## src/wwdt_pkg.sv

```systemverilog
// Purpose: shared constants for the windowed watchdog
// Assumes: 32-bit classic wishbone, byte addresses
// Notes:   one word per register, data in low byte except the 23-bit count
package wwdt_pkg;
  // register byte addresses
  localparam logic [3:0] ADR_CTRL0 = 4'h0;
  localparam logic [3:0] ADR_CTRL1 = 4'h4;
  localparam logic [3:0] ADR_STAT  = 4'h8;
  localparam logic [3:0] ADR_COUNT = 4'hC;
  // field positions
  localparam int C0_EN_BIT = 0;
  localparam int C0_PS_LSB = 1;
  localparam int C1_WN_LSB = 0;
  localparam int C1_CS_LSB = 4;
  localparam int ST_SPAN   = 0;
  localparam int ST_TMO    = 1;
  localparam int ST_PDN    = 2;
  // reset values and override codes
  localparam logic [4:0] PS_RESET  = 5'h0B;
  localparam logic [4:0] PS_SWSEL  = 5'h1F;
  localparam logic [4:0] PS_MAX    = 5'h12;
  localparam logic [2:0] CS_RESET  = 3'h0;
  localparam logic [2:0] CS_SWSEL  = 3'h7;
  localparam logic [2:0] CS_MID    = 3'h1;
  localparam logic [2:0] WN_RESET  = 3'h7;
  localparam logic [2:0] WN_SWSEL  = 3'h7;
  localparam logic [2:0] WN_FULL   = 3'h7;
  // operating modes
  localparam logic [1:0] MODE_OFF  = 2'h0;
  localparam logic [1:0] MODE_SW   = 2'h1;
  localparam logic [1:0] MODE_AWK  = 2'h2;
  localparam logic [1:0] MODE_ON   = 2'h3;
  // timing
  localparam int          PS_BASE_SH = 5;
  localparam int          EIGHTH_SH  = 2;
  localparam logic [3:0]  MID_DIV_TC = 4'hF;
  localparam int          CNT_W      = 23;
  typedef enum logic {WWDT_IDLE, WWDT_ACK} wwdt_bus_t;
endpackage

```

## src/wwdt_top.sv

```systemverilog
// Purpose: windowed watchdog timer with wishbone registers
// Assumes: oscillator ticks are one-cycle pulses on MCLK
// Notes:   counter runs in time-base ticks, not MCLK cycles
// Functional notes
// [RL1] period elapsing without a clear requests a system reset
// [RL2] time base is low-freq osc or mid-freq osc divided by 16
// [RL3] four modes from a two-bit field; 00 keeps the dog off
// [RL4] mode 11 keeps the dog active always, sleep included
// [RL5] mode 10 is active awake and off in sleep
// [RL6] mode 01 follows the software enable, sleep ignored
// [RL7] prescale field sets the period from 1 ms to 256 s
// [RL8] period defaults to two seconds after reset
// [RL9] windowed clear outside the window resets like a time-out
// [RL10] window from config field, or from control 1 when 111
// [RL11] open window spans 12.5 to 100 percent of the period
// [RL12] violation clears the active-low fault flag; firmware sets it
// [RL13] counter and prescaler clear on reset and valid clear
// [RL14] counter clears on sleep entry and on wake-up
// [RL15] counter held clear when disabled or start-up timer runs
// [RL16] any write to either control register clears the counter; the code clears it only on writes with WB_SEL_I[0] set
// [RL17] prescale code 0 is 1:32, doubling to 2^23; reserved = min
// [RL18] window code 000 opens 12.5 percent, 111 opens all
// [RL19] firmware arms by reading control 0 before a windowed clear
// [RL20] time-out in sleep wakes the device and updates flags
// [RL21] leading closed part forbidden; one pulse per reset event
//
// The register offsets and the Wishbone slave port are this design's own decisions.
`timescale 1ns/10ps
module wwdt_top
  import wwdt_pkg::*;
(
  input  wire logic        MCLK,
  input  wire logic        RST_N,
  input  wire logic [3:0]  WB_ADR_I,
  input  wire logic [31:0] WB_DAT_I,
  input  wire logic [3:0]  WB_SEL_I,
  input  wire logic        WB_WE_I,
  input  wire logic        WB_CYC_I,
  input  wire logic        WB_STB_I,
  output logic      [31:0] WB_DAT_O,
  output logic             WB_ACK_O,
  input  wire logic [1:0]  DOG_MODE_CFG,
  input  wire logic [2:0]  CFG_CLK_SRC,
  input  wire logic [2:0]  CFG_OPEN_SPAN,
  input  wire logic [4:0]  CFG_PERIOD,
  input  wire logic        LOW_FREQ_TICK,
  input  wire logic        MID_FREQ_TICK,
  input  wire logic        DOG_CLEAR_INSTR,
  input  wire logic        SLEEP,
  input  wire logic        OSC_STARTUP_RUN,
  output logic             RESET_REQ,
  output logic             WAKE_REQ,
  output logic             SPAN_FAULT_FLAG_N,
  output logic             TIMEOUT_FLAG_N,
  output logic             POWERDOWN_FLAG_N
);

  // clamp reserved prescale codes to the minimum interval
  function automatic logic [4:0] ps_clamp(input logic [4:0] c);
    ps_clamp = (c > PS_MAX) ? 5'h00 : c;
  endfunction

  // address match for one register word
  function automatic logic adr_is(input logic [3:0] a,
                                  input logic [3:0] r);
    adr_is = (a == r);
  endfunction

  wwdt_bus_t          bus_r;
  wwdt_bus_t          bus_nxt;
  logic [4:0]         ps_r;
  logic               sw_dog_on_r;
  logic [2:0]         cs_r;
  logic [2:0]         wn_r;
  logic [CNT_W-1:0]   cnt_r;
  logic [3:0]         mid_div_r;
  logic               armed_r;
  logic               sleep_d_r;
  logic               span_n_r;
  logic               tmo_n_r;
  logic               pdn_n_r;
  logic               reset_req_r;
  logic               wake_r;
  logic [31:0]        dat_r;

  wire logic          req;
  wire logic          wr;
  wire logic          rd;
  wire logic          wr_c0;
  wire logic          wr_c1;
  wire logic          wr_st;
  wire logic          rd_c0;
  wire logic [4:0]    ps_eff;
  wire logic [4:0]    ps_code;
  wire logic [2:0]    cs_eff;
  wire logic [2:0]    wn_eff;
  wire logic          ps_soft;
  wire logic          cs_soft;
  wire logic          wn_soft;
  wire logic          mode_on;
  wire logic          mode_awk;
  wire logic          mode_sw;
  wire logic          active;
  wire logic          mid_tick;
  wire logic          tick;
  wire logic [23:0]   term;
  wire logic          expire;
  wire logic [2:0]    eighth;
  wire logic          windowed;
  wire logic          closed;
  wire logic          clr_cmd;
  wire logic          violation;
  wire logic          valid_clr;
  wire logic          sleep_in;
  wire logic          sleep_out;
  wire logic          hold_clr;
  wire logic [31:0]   rd_val;

  // bus decode, action taken at the ack edge
  assign req   = WB_CYC_I & WB_STB_I;
  assign wr    = req & (bus_r == WWDT_ACK) & WB_WE_I & WB_SEL_I[0];
  assign rd    = req & (bus_r == WWDT_ACK) & ~WB_WE_I;
  assign wr_c0 = wr & adr_is(WB_ADR_I, ADR_CTRL0);
  assign wr_c1 = wr & adr_is(WB_ADR_I, ADR_CTRL1);
  assign wr_st = wr & adr_is(WB_ADR_I, ADR_STAT);
  assign rd_c0 = rd & adr_is(WB_ADR_I, ADR_CTRL0);

  // software copies used only when config selects them
  assign ps_soft = (CFG_PERIOD == PS_SWSEL);
  assign cs_soft = (CFG_CLK_SRC == CS_SWSEL);
  assign wn_soft = (CFG_OPEN_SPAN == WN_SWSEL);
  assign ps_eff  = ps_soft ? ps_r : CFG_PERIOD; // [RL8]
  assign cs_eff  = cs_soft ? cs_r : CFG_CLK_SRC;
  assign wn_eff  = wn_soft ? wn_r : CFG_OPEN_SPAN; // [RL10]
  assign ps_code = ps_clamp(ps_eff); // [RL17]

  // operating mode decode
  assign mode_on  = (DOG_MODE_CFG == MODE_ON);
  assign mode_awk = (DOG_MODE_CFG == MODE_AWK);
  assign mode_sw  = (DOG_MODE_CFG == MODE_SW);
  assign active = mode_on |                 // [RL4]
                  (mode_awk & ~SLEEP) |     // [RL5]
                  (mode_sw & sw_dog_on_r);  // [RL6]
  // MODE_OFF falls through as inactive [RL3]

  // time base selection
  assign mid_tick = MID_FREQ_TICK & (mid_div_r == MID_DIV_TC);
  assign tick = (cs_eff == CS_MID) ? mid_tick : LOW_FREQ_TICK; // [RL2]

  // period of 2^(5+code) ticks [RL7]
  assign term   = (24'h000001 << (ps_code + 5'(PS_BASE_SH))) - 24'h000001;
  assign expire = active & tick & ({1'b0, cnt_r} == term); // [RL1]

  // period split in eighths; leading eighths are closed
  assign eighth   = 3'(cnt_r >> (ps_code + 5'(EIGHTH_SH)));
  assign windowed = (wn_eff != WN_FULL); // [RL18]
  assign closed   = windowed & (eighth < (WN_FULL - wn_eff)); // [RL11]

  // clear command checks
  assign clr_cmd   = DOG_CLEAR_INSTR & active;
  assign violation = clr_cmd & windowed & (closed | ~armed_r); // [RL9]
  assign valid_clr = clr_cmd & ~violation; // [RL13]

  // sleep edges
  assign sleep_in  = SLEEP & ~sleep_d_r;
  assign sleep_out = ~SLEEP & sleep_d_r;

  assign hold_clr = ~active | OSC_STARTUP_RUN | // [RL15]
                    sleep_in | sleep_out |      // [RL14]
                    wr_c0 | wr_c1 |             // [RL16]
                    valid_clr | violation | expire;

  // read mux
  assign rd_val =
    adr_is(WB_ADR_I, ADR_CTRL0) ?
      32'({ps_eff, sw_dog_on_r}) :
    adr_is(WB_ADR_I, ADR_CTRL1) ?
      32'({1'b0, cs_eff, 1'b0, wn_eff}) :
    adr_is(WB_ADR_I, ADR_STAT) ?
      32'({pdn_n_r, tmo_n_r, span_n_r}) :
    adr_is(WB_ADR_I, ADR_COUNT) ?
      32'(cnt_r) : 32'h00000000;

  // bus state
  always_comb begin
    case (bus_r)
      WWDT_IDLE: bus_nxt = req ? WWDT_ACK : WWDT_IDLE;
      WWDT_ACK:  bus_nxt = WWDT_IDLE;
      default:   bus_nxt = WWDT_IDLE;
    endcase
  end

  always_ff @(posedge MCLK or negedge RST_N) begin
    if (!RST_N) begin
      bus_r <= WWDT_IDLE;
      dat_r <= 32'h00000000;
    end else begin
      bus_r <= bus_nxt;
      dat_r <= rd_val;
    end
  end

  // control registers
  always_ff @(posedge MCLK or negedge RST_N) begin
    if (!RST_N) begin
      ps_r        <= PS_RESET; // [RL8]
      sw_dog_on_r <= 1'b0;
      cs_r        <= CS_RESET;
      wn_r        <= WN_RESET;
    end else begin
      if (wr_c0) begin
        sw_dog_on_r <= WB_DAT_I[C0_EN_BIT];
        if (ps_soft)
          ps_r <= WB_DAT_I[C0_PS_LSB +: 5];
      end
      if (wr_c1 && cs_soft)
        cs_r <= WB_DAT_I[C1_CS_LSB +: 3];
      if (wr_c1 && wn_soft)
        wn_r <= WB_DAT_I[C1_WN_LSB +: 3];
    end
  end

  // mid-frequency divide by sixteen
  always_ff @(posedge MCLK or negedge RST_N) begin
    if (!RST_N)
      mid_div_r <= 4'h0;
    else if (hold_clr)
      mid_div_r <= 4'h0; // [RL13]
    else if (MID_FREQ_TICK)
      mid_div_r <= mid_div_r + 4'h1;
  end

  // combined prescaler and counter
  always_ff @(posedge MCLK or negedge RST_N) begin
    if (!RST_N)
      cnt_r <= '0; // [RL13]
    else if (hold_clr)
      cnt_r <= '0;
    else if (tick)
      cnt_r <= cnt_r + CNT_W'(1);
  end

  // arming by a read of control 0
  always_ff @(posedge MCLK or negedge RST_N) begin
    if (!RST_N)
      armed_r <= 1'b0;
    else if (rd_c0)
      armed_r <= 1'b1; // [RL19]
    else if (clr_cmd || !active)
      armed_r <= 1'b0;
  end

  // sleep level of the previous cycle
  always_ff @(posedge MCLK or negedge RST_N) begin
    if (!RST_N)
      sleep_d_r <= 1'b0;
    else
      sleep_d_r <= SLEEP;
  end

  // span fault flag; hardware clear beats software set
  always_ff @(posedge MCLK or negedge RST_N) begin
    if (!RST_N)
      span_n_r <= 1'b1;
    else if (violation)
      span_n_r <= 1'b0; // [RL12]
    else if (wr_st && WB_DAT_I[ST_SPAN])
      span_n_r <= 1'b1; // [RL12]
  end

  // time-out flag; expiry beats a valid clear
  always_ff @(posedge MCLK or negedge RST_N) begin
    if (!RST_N)
      tmo_n_r <= 1'b1;
    else if (expire)
      tmo_n_r <= 1'b0; // [RL20]
    else if (valid_clr)
      tmo_n_r <= 1'b1;
  end

  // power-down flag; sleep events beat a valid clear
  always_ff @(posedge MCLK or negedge RST_N) begin
    if (!RST_N)
      pdn_n_r <= 1'b1;
    else if (sleep_in || (expire && SLEEP))
      pdn_n_r <= 1'b0; // [RL20]
    else if (valid_clr)
      pdn_n_r <= 1'b1;
  end

  // one pulse per event
  always_ff @(posedge MCLK or negedge RST_N) begin
    if (!RST_N) begin
      reset_req_r <= 1'b0;
      wake_r      <= 1'b0;
    end else begin
      reset_req_r <= violation | (expire & ~SLEEP); // [RL21]
      wake_r      <= expire & SLEEP; // [RL20]
    end
  end

  assign WB_ACK_O          = req & (bus_r == WWDT_ACK);
  assign WB_DAT_O          = dat_r;
  assign RESET_REQ         = reset_req_r; // [RL1]
  assign WAKE_REQ          = wake_r;
  assign SPAN_FAULT_FLAG_N = span_n_r;
  assign TIMEOUT_FLAG_N    = tmo_n_r;
  assign POWERDOWN_FLAG_N  = pdn_n_r;

endmodule

```

## config.mk

```make
export PLATFORM = sky130hd
export DESIGN_NAME = wwdt_top
export DESIGN_NICKNAME = d
export VERILOG_FILES = /design/src/wwdt_pkg.sv /design/src/wwdt_top.sv
export SDC_FILE = /design/constraint.sdc
export NUM_CORES = 1
export LEC_CHECK = 0
export ABC_AREA = 1
export BUFFER_PORTS_ARGS = -buffer_cell sky130_fd_sc_hd__buf_2
export CAP_MARGIN = 20
export CORE_MARGIN = 2
export CORE_UTILIZATION = 45
export CTS_BUF_LIST = sky130_fd_sc_hd__clkbuf_4 sky130_fd_sc_hd__clkbuf_8
export DETAILED_ROUTE_END_ITERATION = 6
export HOLD_SLACK_MARGIN = 0.15
export PLACE_DENSITY_LB_ADDON = 0.15
export SLEW_MARGIN = 30
export SYNTH_ARGS = -nofsm -noshare
export SYNTH_HDL_FRONTEND = slang
export SYNTH_SLANG_ARGS = --single-unit
```

## constraint.sdc

```tcl
create_clock -name MCLK -period 4 [get_ports MCLK]
set_clock_uncertainty 0.05 [all_clocks]
set_input_delay 0.6 -clock MCLK [delete_from_list [all_inputs] [get_ports MCLK]]
set_output_delay 0.6 -clock MCLK [all_outputs]
set_load 0.01 [all_outputs]
```

After elaboration in Yosys (flattened, before gate mapping)
Cells that the tools add are included.
- bits in registers: 70
- bits of input ports: 63
- output and inout bits: 38
- word-level logic and storage cells: 117
- add/sub/neg operators: 6
- magnitude comparators: 2
- equality and inequality tests: 13
- shift-type cells: 2
- muxes and demuxes: 22
- bitwise operators: 42
- reduce and logical (&&, ||, !) cells: 15
- operators by type and width (cell ; count):
    2-to-1 mux 23 bit ; 6
    == test 23 x 24 -> 1 bit ; 1
    left shift 1 x 5 -> 24 bit, first input constant ; 1
    subtractor 24 x 1 -> 24 bit, second input constant ; 1
    adder 23 x 1 -> 23 bit, second input constant ; 1
    bitwise AND 1 bit ; 23
    right shift 23 x 5 -> 3 bit ; 1
    == test 4 bit, second input constant ; 3
    OR 1 bit ; 12
    nonzero test 2 bit ; 6
    2-to-1 mux 5 bit ; 2
    2-to-1 mux 1 bit ; 9
    2-to-1 mux 4 bit ; 2
    inverter 1 bit ; 7
    == test 3 bit, second input constant ; 2
    2-to-1 mux 3 bit ; 2
    adder 5 x 2 -> 5 bit, second input constant ; 1
    adder 5 x 3 -> 5 bit, second input constant ; 1
    == test 5 bit, second input constant ; 1
    greater-than comparator 5 bit, second input constant ; 1
    adder 4 x 1 -> 4 bit, second input constant ; 1
    == test 2 bit, second input constant ; 2
    == test 4 x 3 -> 1 bit, second input constant ; 1
    logical AND 1 bit ; 4
    10 further kinds ; 11

Depth between registers and ports, before layout
- depth in word-level cells: 16
- mapped depth: 32
- mapped depth without buffers: 29

Least setup slack after synthesis
OpenSTA, ideal clock, no wires.
- path kind: input to register
- from: input CFG_PERIOD[1]
- to: register cnt_r[1]
- data arrival time: 4.333 ns
- data required time: 3.829 ns
- setup slack: -0.504 ns
- stages on the path: 31
- cell sequence: nand2_1 > nor2_4 > nand3_1 > nand2_1 > nand2_1 > clkinv_1 > nand2_1 > nand2_2 > nand2_1 > inv_2 > clkbuf_1 > ha_1 > nand3_2 > nand2_1 > nand2_2 > nand2_2 > nand3_1 > ha_1 > clkbuf_1 > xor2_1 > nor4_1 > nand4_1 > nor2_1 > nand4_1 > nor2_1 > nand2_1 > nor2_2 > nand2_1 > nand2_4 > buf_6 > nor2_1
- cells in the longest elaborated chain, start to end: 16
- elaborated cells on any way between the ends: 22
- classes of those cells: add/sub (3); order compare (2); eq/ne (2); shift (2); mux (3); bitwise (9); reduce/logical (1)
- ends and longest elaborated chain (element ; RTL line ; source):
    start: declaration ; wwdt_top.sv:45 ; input wire logic [4:0] CFG_PERIOD,
    == test 5 bit ; wwdt_top.sv:129 ; assign ps_soft = (CFG_PERIOD == PS_SWSEL);
    2-to-1 mux 5 bit (*) ; wwdt_top.sv:132 ; assign ps_eff = ps_soft ? ps_r : CFG_PERIOD;
    greater-than comparator 5 bit ; wwdt_top.sv:60 ; ps_clamp = (c > PS_MAX) ? 5'h00 : c;
    2-to-1 mux 5 bit (*) ; wwdt_top.sv:60 ;
    adder 5 x 2 -> 5 bit ; wwdt_top.sv:155 ; assign eighth = 3'(cnt_r >> (ps_code + 5'(EIGHTH_SH)));
    right shift 23 x 5 -> 3 bit ; wwdt_top.sv:155 ;
    less-than comparator 3 bit ; wwdt_top.sv:157 ; assign closed = windowed & (eighth < (WN_FULL - wn_eff));
    bitwise AND 1 bit ; wwdt_top.sv:157 ;
    OR 1 bit ; wwdt_top.sv:161 ; assign violation = clr_cmd & windowed & (closed | ~armed_r);
    bitwise AND 1 bit ; wwdt_top.sv:161 ;
    inverter 1 bit ; wwdt_top.sv:162 ; assign valid_clr = clr_cmd & ~violation;
    bitwise AND 1 bit ; wwdt_top.sv:162 ;
    OR 1 bit ; wwdt_top.sv:170 ; wr_c0 | wr_c1 |
    OR 1 bit ; wwdt_top.sv:171 ; valid_clr | violation | expire;
    OR 1 bit (*) ; wwdt_top.sv:171 ;
    2-to-1 mux 23 bit or nonzero test 2 bit (tied branches) ; n/a ;
    end signal: assignment ; wwdt_top.sv:240 ; cnt_r <= cnt_r + CNT_W'(1);
    end: declaration ; wwdt_top.sv:75 ; logic [CNT_W-1:0] cnt_r;
Every way passes the cells marked *; elsewhere a longest branch is shown, timed or not.
A chain may end at the register's enable or synchronous reset.

Final worst setup path
- from: register ps_r[3]
- to: register cnt_r[2]
- cells in the longest elaborated chain, start to end: 15
- elaborated cells on any way between the ends: 21
- classes of those cells: add/sub (3); order compare (2); eq/ne (1); shift (2); mux (3); bitwise (9); reduce/logical (1)
- ends and longest elaborated chain (element ; RTL line ; source):
    start: declaration ; wwdt_top.sv:71 ; logic [4:0] ps_r;
    start signal: assignment ; wwdt_top.sv:214 ; ps_r <= WB_DAT_I[C0_PS_LSB +: 5];
    2-to-1 mux 5 bit (*) ; wwdt_top.sv:132 ;
    greater-than comparator 5 bit ; wwdt_top.sv:60 ;
    2-to-1 mux 5 bit (*) ; wwdt_top.sv:60 ;
    adder 5 x 2 -> 5 bit ; wwdt_top.sv:155 ;
    right shift 23 x 5 -> 3 bit ; wwdt_top.sv:155 ;
    less-than comparator 3 bit ; wwdt_top.sv:157 ;
    bitwise AND 1 bit ; wwdt_top.sv:157 ;
    OR 1 bit ; wwdt_top.sv:161 ;
    bitwise AND 1 bit ; wwdt_top.sv:161 ;
    inverter 1 bit ; wwdt_top.sv:162 ;
    bitwise AND 1 bit ; wwdt_top.sv:162 ;
    OR 1 bit ; wwdt_top.sv:170 ;
    OR 1 bit ; wwdt_top.sv:171 ;
    OR 1 bit (*) ; wwdt_top.sv:171 ;
    2-to-1 mux 23 bit or nonzero test 2 bit (tied branches) ; n/a ;
Marks and branches as above.

==> results.sh <==
export IMPL_outcome="finished, violations left"
export IMPL_failed_checks="capacitance limit, slew limit"
export IMPL_synth_area_leader_cell="dfrtp_1"
export IMPL_ir_worst_vdd_mv=0.178
export IMPL_grt_busiest_layer="met2"
export IMPL_route_detailed_drc=0
export IMPL_dp_cells=940
export IMPL_antenna_cells=0
export IMPL_synth_edf_count=0
export IMPL_use_met3_pct=3.38
export IMPL_worstSetupPathType="reg -> reg"
export IMPL_detail_route_antenna_nets=0
export IMPL_grt_max_degree=49
export IMPL_wl_per_cell_um=16.2
export IMPL_ys_seq_elements=70
export IMPL_area_delta_synth_final_pct=20.5
export IMPL_cts_max_level=3
export IMPL_fin_nets=883
export IMPL_grt_setup_unrepaired="no"
export IMPL_post_cts_buffers=0
export IMPL_die_y_um=109
export IMPL_fin_crit_sh_pct=91.4
export IMPL_core_area_mm2=0.0108
export IMPL_antenna_found_initial=0
export IMPL_synth_area_leaders="dfrtp_1, nand2_1, nor2_1, inv_1, xor2_1"
export IMPL_slowest_delay_ps=530
export IMPL_path_max_fanout=6
export IMPL_yosys_cell_types_count=49
export IMPL_gr_usage_all_layers_pct=27.2
export IMPL_start_kind="flop"
export IMPL_ys_flop_type="dfrtp_1"
export IMPL_leakagePower_nw=3.10
export IMPL_place_ws_ps=-133
export IMPL_cts_sinks=70
export IMPL_via_per_inst=5.35
export IMPL_synth_top_family_by_area="simple AND/OR/NAND/NOR gates"
export IMPL_insertion_delay_ps=360
export IMPL_relSlewSlack_pct=-27.4
export IMPL_hold_class="in -> async"
export IMPL_synth_adder_area_share_pct=1.75
export IMPL_synth_top_area_share_pct=30.6
export IMPL_worst_setup_path_end_kind="flop"
export IMPL_yosysMostFrequentCell="nand2_1"
export IMPL_firstDrtPassIters=7
export IMPL_grt_pass1_vias=4916
export IMPL_max_cap_viol_count=1
export IMPL_grt_pass1_wl_mm=24.7
export IMPL_wl_mm=15.5
export IMPL_design_power_total_mw=1.74
export IMPL_start_util_pct=46.0
export IMPL_io_buffers=63
export IMPL_grt_overflow=0
export IMPL_cts_buffer_depth=2
export IMPL_cp_required_ps=4200
export IMPL_avgSynthCellArea_um2=7.08
export IMPL_cts_root_buf="clkbuf_8"
export IMPL_dieArea_mm2=0.0119
export IMPL_synthMuxAreaShare_pct=0.426
export IMPL_drt_iter0_markers=392
export IMPL_synth_compound_area_share_pct=11.6
export IMPL_vias=5126
export IMPL_place_gp_congestion=1.00
export IMPL_max_freq_mhz=273
export IMPL_clkTransAtPathRegs_ps=70
export IMPL_io_pins=101
export IMPL_power_density_mw_per_mm2=289
export IMPL_grt_use_met2_pct=42.1
export IMPL_dpl_hpwl_mm=12.1
export IMPL_synthSimpleGateAreaFrac_pct=33.8
export IMPL_row_count=38
export IMPL_slew_viol_final=4
export IMPL_layout_cells_non_filler=958
export IMPL_nFillCells=1057
export IMPL_cts_inserted_buffers=9
export IMPL_setup_ws_ps=343
export IMPL_worstMarginPinSlew_ps=1890
export IMPL_globalRouteMet1Util_pct=38.9
export IMPL_arrival_ps=3850
export IMPL_yosysSeqAreaShare_pct=35.3
export IMPL_drive_gt1_share_pct=21.9
export IMPL_final_hold_viol_count=0
export IMPL_netlist_instances=705
export IMPL_die_w_um=109
export IMPL_setup_viol=0
export IMPL_synth_commonest_cells="nand2_1, nor2_1, inv_1, dfrtp_1, nand3_1"
export IMPL_async_flop_share_pct=100
export IMPL_cts_tree="built"
export IMPL_period_needed_ps=3660
export IMPL_ys_warn_count=0
export IMPL_synthesis_area_mm2=0.00499
export IMPL_synth_xor_area_share_pct=6.49
export IMPL_slowest_stage="dfstp_2"
-- state kept, by name, indices dropped and copies added (netlist names) --
register	flops
sw_dog_on_r	1
bus_r	1
SPAN_FAULT_FLAG_N	1
armed_r	1
WAKE_REQ	1
cs_r	3
WB_DAT_O	23
wn_r	3
POWERDOWN_FLAG_N	1
TIMEOUT_FLAG_N	1
ps_r	5
mid_div_r	4
cnt_r	23
sleep_d_r	1
RESET_REQ	1
-- critical path: cells and delay by family, from the launching register on --
| family | cells | cell delay (ps) |
|---|---|---|
| and+or+nand+nor | 21 | 2260 |
| xor gates and xnor gates | 1 | 120 |
| adders and majority gates | 2 | 430 |
| DFF | 1 | 530 |
| buffers and inverters | 3 | 150 |
-- power by group --
part	switching, mW	internal [mW]
clock network	0.277	0.327
registers	0.00335	0.715
logic	0.261	0.153
-- path summary, 6_finish.rpt --
check                           cells after the start  startpoint            to  slack (ps)
worst min register to register                      1       bus_r         bus_r         380
worst max-delay path                               27     ps_r[3]      cnt_r[2]         340
worst min-delay path                                1       RST_N  mid_div_r[0]         190
max in group asynchronous                           2       RST_N  WB_DAT_O[12]        2960
min in group MCLK                                   1       SLEEP     sleep_d_r         360
worst max register to register                     27     ps_r[3]      cnt_r[2]         340
-- metal layers --
metal	wire length (um)	part of all wire, %
met1	7170	46
met2	7040	45
met3	956	6.2
met4	380	2.4
met5	0	0
-- area by class of cell --
class	count	area, um^2	share of cell area (%)
Clock inverter	3	46.3	0.770
Multi-Input combinational cell	524	2810	46.7
Sequential cell	70	1760	29.3
Clock buffer	13	160	2.66
Inverter	93	352	5.85
Timing Repair Buffer	115	708	11.8
Tap cell	140	175	2.91
-- metrics by stage --
| step | cell area (um^2) | utilization, % | setup TNS [ps] | hold slack, ps |
|---|---|---|---|---|
| 2_1_floorplan | 5070 | - | 0 | 254 |
| 5_1_grt | 6010 | 55.5 | 0 | 250 |
| 4_1_cts | 5970 | 55.1 | 0 | 210 |
| 3_5_place_dp | 5770 | 53.2 | -3220 | 371 |
| 3_3_place_gp | 5760 | 53.2 | -1080 | 359 |
| 6_report | 6010 | 55.5 | 0 | 191 |
-- timing repair --
item                                    in CTS  in global routing
endpoints found under the setup margin       0                 27
resized for setup                            0                  5
hold buffers                                 0                  0
-- cells by family after synthesis --
logic type | after synthesis
compound gates | 91
xor+xnor | 37
fa+ha+maj | 7
buf+inv | 121
flops | 70
mux | 2
other cells | 2
simple gates | 375
-- cells in the final DEF, fill, tap and decap left out, types with 2 or more instances in the layout --
master / instances
a22oi_1: 2
o21a_1: 5
o221ai_1: 9
o211ai_1: 5
inv_1: 86
clkbuf_8: 10
nor2_4: 3
nand3_1: 51
buf_2: 62
nand3_2: 6
a31oi_1: 2
o22ai_1: 10
inv_2: 5
dfstp_2: 9
xnor2_1: 3
nand2_2: 9
buf_4: 53
dfrtp_1: 61
conb_1: 10
nor2_1: 97
nand2_1: 157
xor2_1: 34
a21oi_1: 7
nand3b_1: 3
clkbuf_4: 3
nand4_1: 24
ha_1: 7
o21ai_1: 2
o21bai_1: 2
nor3_1: 11
nand2_4: 6
o21ai_0: 40
nor4_1: 3
Note: power is estimated with default switching activity, not from simulation.
